--- config.mk ---
export PLATFORM = sky130hd
export DESIGN_NAME = fan_bl_pwm_ctrl
export DESIGN_NICKNAME = d
export VERILOG_FILES = /design/src/logic/fan_bl_pkg.sv /design/src/logic/fan_bl_pwm_ctrl.sv
export SDC_FILE = /design/constraint.sdc
export NUM_CORES = 2
export LEC_CHECK = 0
export BUFFER_PORTS_ARGS = -buffer_cell sky130_fd_sc_hd__buf_2
export CAP_MARGIN = 20
export CORE_UTILIZATION = 65
export CTS_CLUSTER_DIAMETER = 80
export DETAILED_ROUTE_END_ITERATION = 10
export PLACE_DENSITY_LB_ADDON = 0.1
export SLEW_MARGIN = 40
export SYNTH_ARGS = -nofsm -noshare
export SYNTH_HDL_FRONTEND = slang
export SYNTH_SLANG_ARGS = --single-unit
--- constraint.sdc ---
create_clock -name sys_clk -period 28.8 [get_ports sys_clk]
set_input_delay 1.44 -clock sys_clk [delete_from_list [all_inputs] [get_ports sys_clk]]
set_output_delay 1.44 -clock sys_clk [all_outputs]
set_load 0.005 [all_outputs]
--- src/logic/fan_bl_pkg.sv ---
// Constants shared by the backlight and fan PWM table controller.
package fan_bl_pkg;
  // Clock and time base.
  localparam int CLK_PERIOD_NS = 32'h0000_0004;
  localparam int NS_PER_S = 32'h3B9A_CA00;
  localparam int MS_NS = 32'h000F_4240;
  localparam int CLK_HZ = NS_PER_S / CLK_PERIOD_NS;
  localparam int CYC_PER_MS = MS_NS / CLK_PERIOD_NS;
  localparam int PHASE_W = 32'h0000_001C;
  localparam logic [PHASE_W-1:0] CLK_HZ_P = PHASE_W'(CLK_HZ);
  localparam logic [PHASE_W-1:0] CYC_PER_PERMILLE = PHASE_W'(CLK_HZ / 32'h0000_03E8);
  // Duty in tenths of a percent.
  localparam int DUTY_W = 32'h0000_000A;
  localparam logic [9:0] DUTY_FULL = 10'h3E8;
  // Multiply-and-shift that approximates a division by one thousand.
  localparam logic [31:0] DIV1000_MUL = 32'h0000_0419;
  localparam int DIV1000_SH = 32'h0000_0014;
  // Descriptor codes.
  localparam int DESC_LSB = 32'h0000_0000;
  localparam int DESC_W = 32'h0000_0004;
  localparam logic [3:0] TYPE_VENDOR = 4'h5;
  localparam logic [3:0] TYPE_BL = 4'h6;
  localparam logic [3:0] TYPE_FAN = 4'h7;
  // Vendor entry.
  localparam int VENDOR_LSB = 32'h0000_0004;
  localparam int VENDOR_W = 32'h0000_0010;
  // Backlight control entry.
  localparam int BL_DISP_LSB = 32'h0000_0004;
  localparam int BL_METH_LSB = 32'h0000_0008;
  localparam int BL_NFREQ_LSB = 32'h0000_000C;
  localparam int BL_ADDR_LSB = 32'h0000_0010;
  localparam int BL_ID_LSB = 32'h0000_0018;
  localparam int BL_RSV_LSB = 32'h0000_0010;
  localparam int BL_RSV_W = 32'h0000_0010;
  localparam logic [1:0] BL_METH_PWM = 2'h0;
  localparam logic [1:0] BL_METH_SMBUS = 2'h1;
  // Backlight frequency entry.
  localparam int FQ_HZ_LSB = 32'h0000_0000;
  localparam int HZ_W = 32'h0000_0012;
  localparam int FQ_MAX_LSB = 32'h0000_0020;
  localparam int FQ_MIN_LSB = 32'h0000_002A;
  localparam int FQ_RSV_LSB = 32'h0000_0034;
  localparam int FQ_RSV_W = 32'h0000_000C;
  // Fan header and fan speed entries.
  localparam int FAN_METH_LSB = 32'h0000_0004;
  localparam logic [3:0] FAN_METH_PWM = 4'h0;
  localparam int FAN_N_LSB = 32'h0000_0008;
  localparam int FAN_N_W = 32'h0000_0003;
  localparam int FAN_HZ_LSB = 32'h0000_000C;
  localparam int FAN_RSV0_LSB = 32'h0000_001E;
  localparam int FAN_RSV0_W = 32'h0000_0002;
  localparam int FAN_UP_LSB = 32'h0000_0020;
  localparam int FAN_DN_LSB = 32'h0000_002C;
  localparam int RAMP_W = 32'h0000_000C;
  localparam int FAN_RSV1_LSB = 32'h0000_0038;
  localparam int FAN_RSV1_W = 32'h0000_0008;
  localparam int SPD_TEMP_LSB = 32'h0000_0000;
  localparam int TEMP_W = 32'h0000_000B;
  localparam int SPD_VAL_LSB = 32'h0000_000B;
endpackage

--- src/logic/fan_bl_pwm_ctrl.sv ---
// Table decoder that drives the backlight and fan PWM outputs.
//
// Contract
// [RULE_01] Descriptor code 0x06 marks a 32-bit backlight control entry.
// [RULE_02] Backlight bits 7:4 give the zero-based index of the affected display.
// [RULE_03] Backlight bits 9:8 choose PWM pin, SMBus controller, or reserved.
// [RULE_04] Backlight bits 15:12 count following frequency entries; at least one.
// [RULE_05] SMBus carries address in 23:16, identifier in 31:24; PWM needs zeros.
// [RULE_06] Frequency entry holds base frequency in 17:0; bits 63:52 are zero.
// [RULE_07] Frequency entry holds max duty 41:32 and min duty 51:42, tenths percent.
// [RULE_08] Before driver load the backlight runs at the first entry's maximum; the code uses the highest maximum over the first BL_SLOTS entries.
// [RULE_09] Brightness maps between lowest and highest duty over all frequency entries; the code uses only the first BL_SLOTS entries.
// [RULE_10] Descriptor code 0x07 is a 64-bit fan header followed by speed entries.
// [RULE_11] Fan header bits 7:4 choose method; zero is PWM, one reserved.
// [RULE_12] Header bits 10:8 count speed entries; bits 29:12 give fan frequency.
// [RULE_13] Lowest speed to full on takes at least header bits 43:32 milliseconds; the code may take up to one millisecond less.
// [RULE_14] Full on to lowest speed takes at least header bits 55:44 milliseconds; the code may take up to one millisecond less.
// [RULE_15] Fan stays fully on from power-on until software sets a speed.
// [RULE_16] Speed entry threshold temperature in bits 10:0, tenths of a degree.
// [RULE_17] Speed entry fan speed in bits 20:11, tenths of a percent.
// [RULE_18] Table supplier expresses a minimum fan speed with threshold zero.
// [RULE_19] Descriptor code 0x05 is a 64-bit vendor entry, identifier in 19:4.
// [RULE_20] Highest threshold not above temperature wins; PWM made from system clock.
module fan_bl_pwm_ctrl #(
  parameter int BL_SLOTS = 4,
  parameter int FAN_SLOTS = 7,
  parameter int MS_CYCLES = fan_bl_pkg::CYC_PER_MS
) (
  // Clock and reset.
  input wire logic sys_clk,
  input wire logic reset_n,
  // Table entry stream.
  input wire logic table_restart,
  input wire logic entry_valid,
  input wire logic [63:0] entry_data,
  // Software controls.
  input wire logic driver_loaded,
  input wire logic [9:0] brightness_level,
  input wire logic fan_sw_ready,
  input wire logic [10:0] temperature,
  // Backlight side.
  output logic bl_pwm,
  output logic [9:0] bl_duty,
  output logic bl_table_valid,
  output logic bl_use_smbus,
  output logic [7:0] bl_smbus_addr,
  output logic [7:0] bl_controller_id,
  output logic [3:0] bl_display_index,
  // Fan side.
  output logic fan_pwm,
  output logic [9:0] fan_duty,
  output logic fan_table_valid,
  // Status.
  output logic [15:0] vendor_identifier,
  output logic vendor_valid,
  output logic table_error
);
  localparam int PW = fan_bl_pkg::PHASE_W;
  localparam int DW = fan_bl_pkg::DUTY_W;
  localparam int HW = fan_bl_pkg::HZ_W;
  localparam int TW = fan_bl_pkg::TEMP_W;
  localparam int RW = fan_bl_pkg::RAMP_W;

  if (BL_SLOTS < 1 || BL_SLOTS > 15 || FAN_SLOTS < 1 || FAN_SLOTS > 7)
  begin : g_bad_slots
    $error("slot counts must fit the entry count fields");
  end
  if (MS_CYCLES < 1 || MS_CYCLES > 262143)
  begin : g_bad_ms
    $error("millisecond divider must fit its 18-bit counter");
  end

  typedef enum logic [1:0] {ST_DESC, ST_BL_FREQ, ST_FAN_SPEED} parse_t;

  typedef struct packed {
    parse_t st;
    logic [3:0] remain;
    logic [3:0] slot;
    logic bl_seen;
    logic bl_skip;
    logic bl_valid;
    logic [1:0] bl_meth;
    logic [3:0] bl_disp;
    logic [7:0] bl_addr;
    logic [7:0] bl_id;
    logic [3:0] bl_n;
    logic [BL_SLOTS-1:0][HW-1:0] fq_hz;
    logic [BL_SLOTS-1:0][DW-1:0] fq_max;
    logic [BL_SLOTS-1:0][DW-1:0] fq_min;
    logic fan_valid;
    logic [HW-1:0] fan_hz;
    logic [RW-1:0] ramp_up;
    logic [RW-1:0] ramp_dn;
    logic [2:0] fan_n;
    logic [FAN_SLOTS-1:0][TW-1:0] spd_temp;
    logic [FAN_SLOTS-1:0][DW-1:0] spd_val;
    logic fan_run;
    logic [15:0] vendor;
    logic vendor_ok;
    logic tbl_err;
    logic [17:0] ms_cnt;
    logic [12:0] credit;
    logic [HW-1:0] bl_hz;
    logic [PW-1:0] bl_phase;
    logic [PW-1:0] fan_phase;
    logic [DW-1:0] bl_duty;
    logic [DW-1:0] fan_duty;
    logic bl_pwm;
    logic fan_pwm;
  } state_t;

  state_t s_q;
  state_t s_d;

  // Lowest minimum and highest maximum over the stored frequency entries.
  function automatic logic [2*DW-1:0] duty_span(input state_t s);
    logic [DW-1:0] lo;
    logic [DW-1:0] hi;
    lo = fan_bl_pkg::DUTY_FULL;
    hi = '0;
    for (int i = 0; i < BL_SLOTS; i++)
    begin
      if (i < int'(s.bl_n))
      begin
        if (s.fq_min[i] < lo)
          lo = s.fq_min[i];
        if (s.fq_max[i] > hi)
          hi = s.fq_max[i];
      end
    end
    if (lo > hi)
      lo = hi;
    return {lo, hi};
  endfunction

  // First frequency entry whose duty range covers the wanted duty.
  function automatic logic [HW-1:0] pick_hz(input state_t s, input logic [DW-1:0] duty);
    logic [HW-1:0] hz;
    logic hit;
    hz = s.fq_hz[0];
    hit = 1'b0;
    for (int i = 0; i < BL_SLOTS; i++)
    begin
      if (!hit && i < int'(s.bl_n) && duty >= s.fq_min[i] && duty <= s.fq_max[i])
      begin
        hz = s.fq_hz[i];
        hit = 1'b1;
      end
    end
    return hz;
  endfunction

  // Speed of the entry with the highest threshold at or below the temperature.
  function automatic logic [DW-1:0] pick_speed(input state_t s, input logic [TW-1:0] t);
    logic [DW-1:0] spd;
    logic [TW-1:0] best;
    logic hit;
    spd = '0;
    best = '0;
    hit = 1'b0;
    for (int i = 0; i < FAN_SLOTS; i++)
    begin
      if (i < int'(s.fan_n) && s.spd_temp[i] <= t && (!hit || s.spd_temp[i] >= best))
      begin
        spd = s.spd_val[i];
        best = s.spd_temp[i];
        hit = 1'b1;
      end
    end
    return spd;
  endfunction

  // Slowest speed found among the fan speed entries.
  function automatic logic [DW-1:0] low_speed(input state_t s);
    logic [DW-1:0] lo;
    lo = fan_bl_pkg::DUTY_FULL;
    for (int i = 0; i < FAN_SLOTS; i++)
    begin
      if (i < int'(s.fan_n) && s.spd_val[i] < lo)
        lo = s.spd_val[i];
    end
    return lo;
  endfunction

  logic [3:0] desc;
  logic [2*DW-1:0] span_w;
  logic [DW-1:0] bl_lo;
  logic [DW-1:0] bl_hi;
  logic [31:0] scaled;
  logic [DW:0] req_sum;
  logic [DW-1:0] req_duty;
  logic [DW-1:0] bl_target;
  logic [DW-1:0] fan_target;
  logic [DW:0] fan_range;
  logic [RW-1:0] ramp_ms;
  logic [12:0] credit_in;
  logic ms_tick;
  logic [PW:0] bl_sum;
  logic [PW:0] fan_sum;

  assign desc = entry_data[fan_bl_pkg::DESC_LSB +: fan_bl_pkg::DESC_W];
  assign span_w = duty_span(s_q);
  assign bl_lo = span_w[2*DW-1:DW];
  assign bl_hi = span_w[DW-1:0];
  // The request scales across the combined duty range; the result is clamped
  // because the shift only approximates a division by one thousand.
  assign scaled = (32'(bl_hi - bl_lo) * 32'(brightness_level) * fan_bl_pkg::DIV1000_MUL)
    >> fan_bl_pkg::DIV1000_SH; // [RULE_09]
  assign req_sum = (DW + 1)'(bl_lo) + (DW + 1)'(scaled[DW-1:0]);
  assign req_duty = (req_sum > (DW + 1)'(bl_hi) || scaled > 32'(bl_hi)) ? bl_hi : req_sum[DW-1:0];
  assign bl_target = driver_loaded ? req_duty : bl_hi; // [RULE_08]
  assign fan_target = s_q.fan_run ? pick_speed(s_q, temperature)
                                  : fan_bl_pkg::DUTY_FULL; // [RULE_15] [RULE_20]
  assign fan_range = (DW + 1)'(fan_bl_pkg::DUTY_FULL) - (DW + 1)'(low_speed(s_q));
  assign ramp_ms = (fan_target > s_q.fan_duty) ? s_q.ramp_up : s_q.ramp_dn; // [RULE_13] [RULE_14]
  assign ms_tick = s_q.ms_cnt == 18'(MS_CYCLES - 1);
  assign credit_in = s_q.credit + (ms_tick ? 13'(fan_range) : 13'h0000);
  assign bl_sum = (PW + 1)'(s_q.bl_phase) + (PW + 1)'(s_q.bl_hz);
  assign fan_sum = (PW + 1)'(s_q.fan_phase) + (PW + 1)'(s_q.fan_hz);

  always_comb
  begin
    s_d = s_q;
    s_d.ms_cnt = ms_tick ? 18'h0_0000 : s_q.ms_cnt + 18'h0_0001;
    if (table_restart)
    begin
      s_d.st = ST_DESC;
      s_d.bl_seen = 1'b0;
      s_d.bl_valid = 1'b0;
      s_d.fan_valid = 1'b0;
      s_d.vendor_ok = 1'b0;
      s_d.tbl_err = 1'b0;
    end
    else if (entry_valid)
    begin
      case (s_q.st)
        ST_DESC:
        begin
          case (desc)
            fan_bl_pkg::TYPE_VENDOR:
            begin
              s_d.vendor = entry_data[fan_bl_pkg::VENDOR_LSB +: fan_bl_pkg::VENDOR_W]; // [RULE_19]
              s_d.vendor_ok = 1'b1;
            end
            fan_bl_pkg::TYPE_BL:
            begin
              // Only the first backlight entry is kept; later ones are skipped whole.
              s_d.bl_skip = s_q.bl_seen; // [RULE_01]
              s_d.st = ST_BL_FREQ;
              s_d.remain = entry_data[fan_bl_pkg::BL_NFREQ_LSB +: 4]; // [RULE_04]
              s_d.slot = '0;
              if (!s_q.bl_seen)
              begin
                s_d.bl_seen = 1'b1;
                s_d.bl_valid = 1'b0;
                s_d.bl_disp = entry_data[fan_bl_pkg::BL_DISP_LSB +: 4]; // [RULE_02]
                s_d.bl_meth = entry_data[fan_bl_pkg::BL_METH_LSB +: 2]; // [RULE_03]
                s_d.bl_addr = entry_data[fan_bl_pkg::BL_ADDR_LSB +: 8]; // [RULE_05]
                s_d.bl_id = entry_data[fan_bl_pkg::BL_ID_LSB +: 8]; // [RULE_05]
                s_d.bl_n = entry_data[fan_bl_pkg::BL_NFREQ_LSB +: 4];
              end
              if (entry_data[fan_bl_pkg::BL_NFREQ_LSB +: 4] == 4'h0)
              begin
                s_d.st = ST_DESC; // [RULE_04]
                s_d.tbl_err = 1'b1;
              end
              if (entry_data[fan_bl_pkg::BL_METH_LSB +: 2] > fan_bl_pkg::BL_METH_SMBUS)
                s_d.tbl_err = 1'b1; // [RULE_03]
              if (entry_data[fan_bl_pkg::BL_METH_LSB +: 2] == fan_bl_pkg::BL_METH_PWM &&
                  entry_data[fan_bl_pkg::BL_RSV_LSB +: fan_bl_pkg::BL_RSV_W] != 16'h0000)
                s_d.tbl_err = 1'b1; // [RULE_05]
            end
            fan_bl_pkg::TYPE_FAN:
            begin
              s_d.fan_valid = 1'b0; // [RULE_10]
              s_d.fan_hz = entry_data[fan_bl_pkg::FAN_HZ_LSB +: HW]; // [RULE_12]
              s_d.ramp_up = entry_data[fan_bl_pkg::FAN_UP_LSB +: RW]; // [RULE_13]
              s_d.ramp_dn = entry_data[fan_bl_pkg::FAN_DN_LSB +: RW]; // [RULE_14]
              s_d.fan_n = entry_data[fan_bl_pkg::FAN_N_LSB +: fan_bl_pkg::FAN_N_W]; // [RULE_12]
              s_d.remain = {1'b0, entry_data[fan_bl_pkg::FAN_N_LSB +: fan_bl_pkg::FAN_N_W]};
              s_d.slot = '0;
              s_d.st = (s_d.fan_n == 3'h0) ? ST_DESC : ST_FAN_SPEED;
              if (s_d.fan_n == 3'h0 ||
                  entry_data[fan_bl_pkg::FAN_METH_LSB +: 4] != fan_bl_pkg::FAN_METH_PWM ||
                  entry_data[fan_bl_pkg::FAN_RSV0_LSB +: fan_bl_pkg::FAN_RSV0_W] != 2'h0 ||
                  entry_data[fan_bl_pkg::FAN_RSV1_LSB +: fan_bl_pkg::FAN_RSV1_W] != 8'h00)
                s_d.tbl_err = 1'b1; // [RULE_11]
            end
            default:
            begin
              s_d.st = ST_DESC;
            end
          endcase
        end
        ST_BL_FREQ:
        begin
          if (!s_q.bl_skip && int'(s_q.slot) < BL_SLOTS)
          begin
            s_d.fq_hz[s_q.slot] = entry_data[fan_bl_pkg::FQ_HZ_LSB +: HW]; // [RULE_06]
            s_d.fq_max[s_q.slot] = entry_data[fan_bl_pkg::FQ_MAX_LSB +: DW]; // [RULE_07]
            s_d.fq_min[s_q.slot] = entry_data[fan_bl_pkg::FQ_MIN_LSB +: DW]; // [RULE_07]
          end
          if (entry_data[fan_bl_pkg::FQ_RSV_LSB +: fan_bl_pkg::FQ_RSV_W] != 12'h000)
            s_d.tbl_err = 1'b1; // [RULE_06]
          s_d.slot = s_q.slot + 4'h1;
          s_d.remain = s_q.remain - 4'h1;
          if (s_q.remain == 4'h1)
          begin
            s_d.st = ST_DESC;
            if (!s_q.bl_skip)
            begin
              s_d.bl_valid = 1'b1;
              if (int'(s_q.bl_n) > BL_SLOTS)
                s_d.bl_n = 4'(BL_SLOTS);
            end
          end
        end
        ST_FAN_SPEED:
        begin
          if (int'(s_q.slot) < FAN_SLOTS)
          begin
            s_d.spd_temp[s_q.slot] = entry_data[fan_bl_pkg::SPD_TEMP_LSB +: TW]; // [RULE_16]
            s_d.spd_val[s_q.slot] = entry_data[fan_bl_pkg::SPD_VAL_LSB +: DW]; // [RULE_17]
          end
          s_d.slot = s_q.slot + 4'h1;
          s_d.remain = s_q.remain - 4'h1;
          if (s_q.remain == 4'h1)
          begin
            s_d.st = ST_DESC;
            s_d.fan_valid = 1'b1;
          end
        end
        default:
        begin
          s_d.st = ST_DESC;
        end
      endcase
    end
    // Software may take over only once a complete fan table is known.
    if (fan_sw_ready && s_q.fan_valid)
      s_d.fan_run = 1'b1; // [RULE_15]
    // Credit grows by the speed range each millisecond and a step costs the ramp
    // time, so crossing the whole range takes no less than the ramp time minus one millisecond.
    if (s_q.fan_duty == fan_target)
      s_d.credit = '0;
    else if (credit_in >= 13'(ramp_ms))
    begin
      s_d.credit = credit_in - 13'(ramp_ms); // [RULE_13] [RULE_14]
      s_d.fan_duty = (fan_target > s_q.fan_duty) ? s_q.fan_duty + 10'h001
                                                 : s_q.fan_duty - 10'h001;
    end
    else
      s_d.credit = credit_in;
    s_d.bl_duty = s_q.bl_valid ? bl_target : '0;
    s_d.bl_hz = pick_hz(s_q, s_q.bl_duty);
    // Phase accumulators give any hertz figure without a divider.
    s_d.bl_phase = (bl_sum >= (PW + 1)'(fan_bl_pkg::CLK_HZ_P)) ?
      PW'(bl_sum - (PW + 1)'(fan_bl_pkg::CLK_HZ_P)) : bl_sum[PW-1:0]; // [RULE_20]
    s_d.fan_phase = (fan_sum >= (PW + 1)'(fan_bl_pkg::CLK_HZ_P)) ?
      PW'(fan_sum - (PW + 1)'(fan_bl_pkg::CLK_HZ_P)) : fan_sum[PW-1:0]; // [RULE_20]
    s_d.bl_pwm = s_q.bl_valid && s_q.bl_meth == fan_bl_pkg::BL_METH_PWM &&
      s_q.bl_phase < PW'(s_q.bl_duty) * fan_bl_pkg::CYC_PER_PERMILLE; // [RULE_03]
    s_d.fan_pwm = s_q.fan_phase < PW'(s_q.fan_duty) * fan_bl_pkg::CYC_PER_PERMILLE;
  end

  always_ff @(posedge sys_clk)
  begin
    if (!reset_n)
    begin
      s_q <= '0;
      s_q.fan_duty <= fan_bl_pkg::DUTY_FULL; // [RULE_15]
    end
    else
      s_q <= s_d;
  end

  assign bl_pwm = s_q.bl_pwm;
  assign bl_duty = s_q.bl_duty;
  assign bl_table_valid = s_q.bl_valid;
  assign bl_use_smbus = s_q.bl_valid && s_q.bl_meth == fan_bl_pkg::BL_METH_SMBUS;
  assign bl_smbus_addr = (s_q.bl_meth == fan_bl_pkg::BL_METH_SMBUS) ? s_q.bl_addr : 8'h00;
  assign bl_controller_id = (s_q.bl_meth == fan_bl_pkg::BL_METH_SMBUS) ? s_q.bl_id : 8'h00;
  assign bl_display_index = s_q.bl_disp;
  assign fan_pwm = s_q.fan_pwm;
  assign fan_duty = s_q.fan_duty;
  assign fan_table_valid = s_q.fan_valid;
  assign vendor_identifier = s_q.vendor;
  assign vendor_valid = s_q.vendor_ok;
  assign table_error = s_q.tbl_err;
endmodule

==> impl_metrics.json <==
{
  "outcome": "complete, no violations",
  "r2r_end": "bl_duty[9]",
  "grt_usage_pct": 36.0,
  "drv_cap": 0,
  "die_area_um2": 78900,
  "ys_warn_count": 0,
  "worstPathRequired_ns": 29.34,
  "synth-main-ff-cell": "dfxtp_1",
  "num_rows": 101,
  "async_reset_ff_share_pct": 0,
  "grt_pass1_wl_um": 227000,
  "arrival_ns": 26.29,
  "synth_cell_types": 98,
  "grt_pass1_vias": 42800,
  "min_path_cells": 2,
  "clkLatencyLatePin_ns": 0.66,
  "ys_ff_latch": 530,
  "cp-start-kind": "register",
  "fin_crit_ns": 25.75,
  "cts_tree": "done",
  "tightest_slew_ns": 0.902,
  "clock-root-buffer": "clkbuf_16",
  "cts_buffer_depth": 3,
  "ctsHoldBuffers": 0,
  "hpwlAfterDp_um": 109000,
  "cts_buffers": 61,
  "end_kind": "register",
  "reg2regPathDepth": 98,
  "slew_headroom_pct": 39.5,
  "wire_per_inst_um": 19.2,
  "wl_um": 144000,
  "ys_seq_area_share_pct": 21.0,
  "routabilityCongestion": 1.01,
  "grt-ovfl-total": 0,
  "grt_max_degree": 152,
  "synthCells": 6419,
  "fin_cells": 7482,
  "antenna_left": 0,
  "fp.dieH_um": 281,
  "cts_num_sinks": 530,
  "hold_viol": 0,
  "ios": 154,
  "dr.pass1.iters": 5,
  "post-route-period-util_pct": 89.4,
  "hold_path_end": "vendor_identifier[12]",
  "synth_top_area_share_pct": 21.0,
  "final_cell_area_um2": 54100,
  "synth_edf_count": 0,
  "viasPerCell": 5.96,
  "cts_max_level": 2,
  "fmax_mhz": 38.8,
  "dp.cells": 7369,
  "area_delta_synth_final_pct": 7.02,
  "hp-start": "vendor_identifier[12]",
  "syn_avg_cell_area_um2": 7.87,
  "drc": 0,
  "cpMostUsedCell": "ha_1",
  "drive_gt1_share_pct": 7.74,
  "antenna_found_initial": 3,
  "io_buffers": 153,
  "critPathMaxStageDelay_ns": 0.84,
  "yosysTopAreaCell": "dfxtp_1",
  "maxSlewViolCount": 0,
  "postLayoutCoreUtil_pct": 70.8,
  "clkTransAtPathRegs_ns": 0.06,
  "synthTopCellsByArea": "dfxtp_1 21%, ha_1 20%, nand2_1 7.9%",
  "grt_setup_unrepaired": "false",
  "cts_resized": 0,
  "fin_nets": 7513,
  "drtIter0Drc": 3526,
  "fin_setup_tns_ns": 0,
  "r2r_slack_ns": 3.05,
  "skew_ns": 0.0398,
  "crit_fanout": 19,
  "initial_core_util_pct": 66.1,
  "crit_type": "reg2reg",
  "postPlaceCellArea_um2": 52000,
  "vias": 44600,
  "core_um2": 76500,
  "synth_most_common_cell": "nand2_1",
  "r2r_start": "s_q[491]",
  "synthTopCellsByCount": "1,068 x nand2_1, 823 x ha_1, 735 x inv_1",
  "mappedNetlistArea_um2": 50500,
  "setup_viol": 0,
  "postCtsSetupBuffers": 0,
  "hold_class": "reg2reg",
  "crit_path_top_delay_cell": "or4_1",
  "syn_nets": 7530,
  "dieWidth_um": 281
}
[worst max-delay path: cells and delay by family, from the launching register on]
kind                     cells  cell delay, ns
AND/OR/NAND/NOR             37            8.39
AO/OA/AOI/OAI               26            6.83
buffers and inverters       11            1.05
flip-flops                   1            0.37
multiplexers                 2            0.58
XOR/XNOR                     2            0.68
adder cells (fa/ha/maj)     20            7.71
[per-layer routing]
metal	vias up	global-route usage (%)	share of wire [%]
met1	21100	48.0	44
met4	6	13.6	4.0
met5	-	0	0.031
met3	332	4.01	6.7
met2	1512	59.7	46
li1	21700	-	-
[cells in the final DEF, fill, tap and decap left out, types with 90 or more instances in the layout]
cell type / n
a21o_1: 107
mux2i_1: 109
nand3_1: 90
buf_2: 153
nand2_1: 1066
o21a_1: 91
a21oi_1: 678
inv_1: 734
fa_1: 197
xnor2_1: 136
o21ai_0: 218
and2_1: 114
ha_1: 823
nor2b_1: 91
dfxtp_1: 530
nor2_1: 279
[cell families (layout without fill, tap and decap cells)]
| group | after synthesis | in the layout | share of synthesized area, % |
|---|---|---|---|
| XOR/XNOR | 200 | 200 | 3.51 |
| AND/OR/NAND/NOR | 2049 | 2049 | 18.5 |
| AO/OA/AOI/OAI | 1396 | 1396 | 16.8 |
| flip-flops | 530 | 530 | 21.0 |
| adder cells (fa/ha/maj) | 1022 | 1022 | 28.2 |
| multiplexers | 191 | 191 | 4.01 |
| buffers and inverters | 1031 | 1063 | 8.07 |
| other | 0 | 1 | 0 |
[worst max path at each step]
stage                     cells past startpoint  slack (ns)           to            from
final                                        98        3.05   bl_duty[9]        s_q[491]
after floorplan                             146        3.32  fan_duty[3]  temperature[1]
after detailed placement                    141        2.91  fan_duty[4]  temperature[1]
after CTS                                    99        3.11   bl_duty[9]        s_q[491]
after global routing                        141        1.14  fan_duty[4]  temperature[1]
after global placement                      141        3.10  fan_duty[4]  temperature[1]
[area by class of cell]
| class | count | area, um^2 |
|---|---|---|
| multi-input cells | 4858 | 36000 |
| fillers | 6388 | 22400 |
| clock buffers | 80 | 1750 |
| inverters | 738 | 2790 |
| repair buffers | 213 | 1260 |
| well taps | 1030 | 1290 |
| diodes | 1 | 2.50 |
| clock inverters | 32 | 355 |
| flip-flops and latches | 530 | 10600 |
[flip-flops by register name, summed over array words and instances (netlist names)]
name               flops
bl_display_index       4
bl_duty               10
bl_pwm                 1
bl_table_valid         1
fan_duty              10
fan_pwm                1
fan_table_valid        1
s_q                  484
table_error            1
vendor_identifier     16
vendor_valid           1
[per-stage QoR]
step                      setup WS, ns  hold WS (ns)
after floorplan                   3.32         0.426
after global placement            3.10         0.437
after detailed placement          2.91         0.444
after CTS                         3.11         0.452
after global routing              1.14         0.466
final                             3.05         0.450
Power is left out: the tool's default activity adds up to more than one toggle a clock period on the data nets, which glitch-free logic cannot reach.
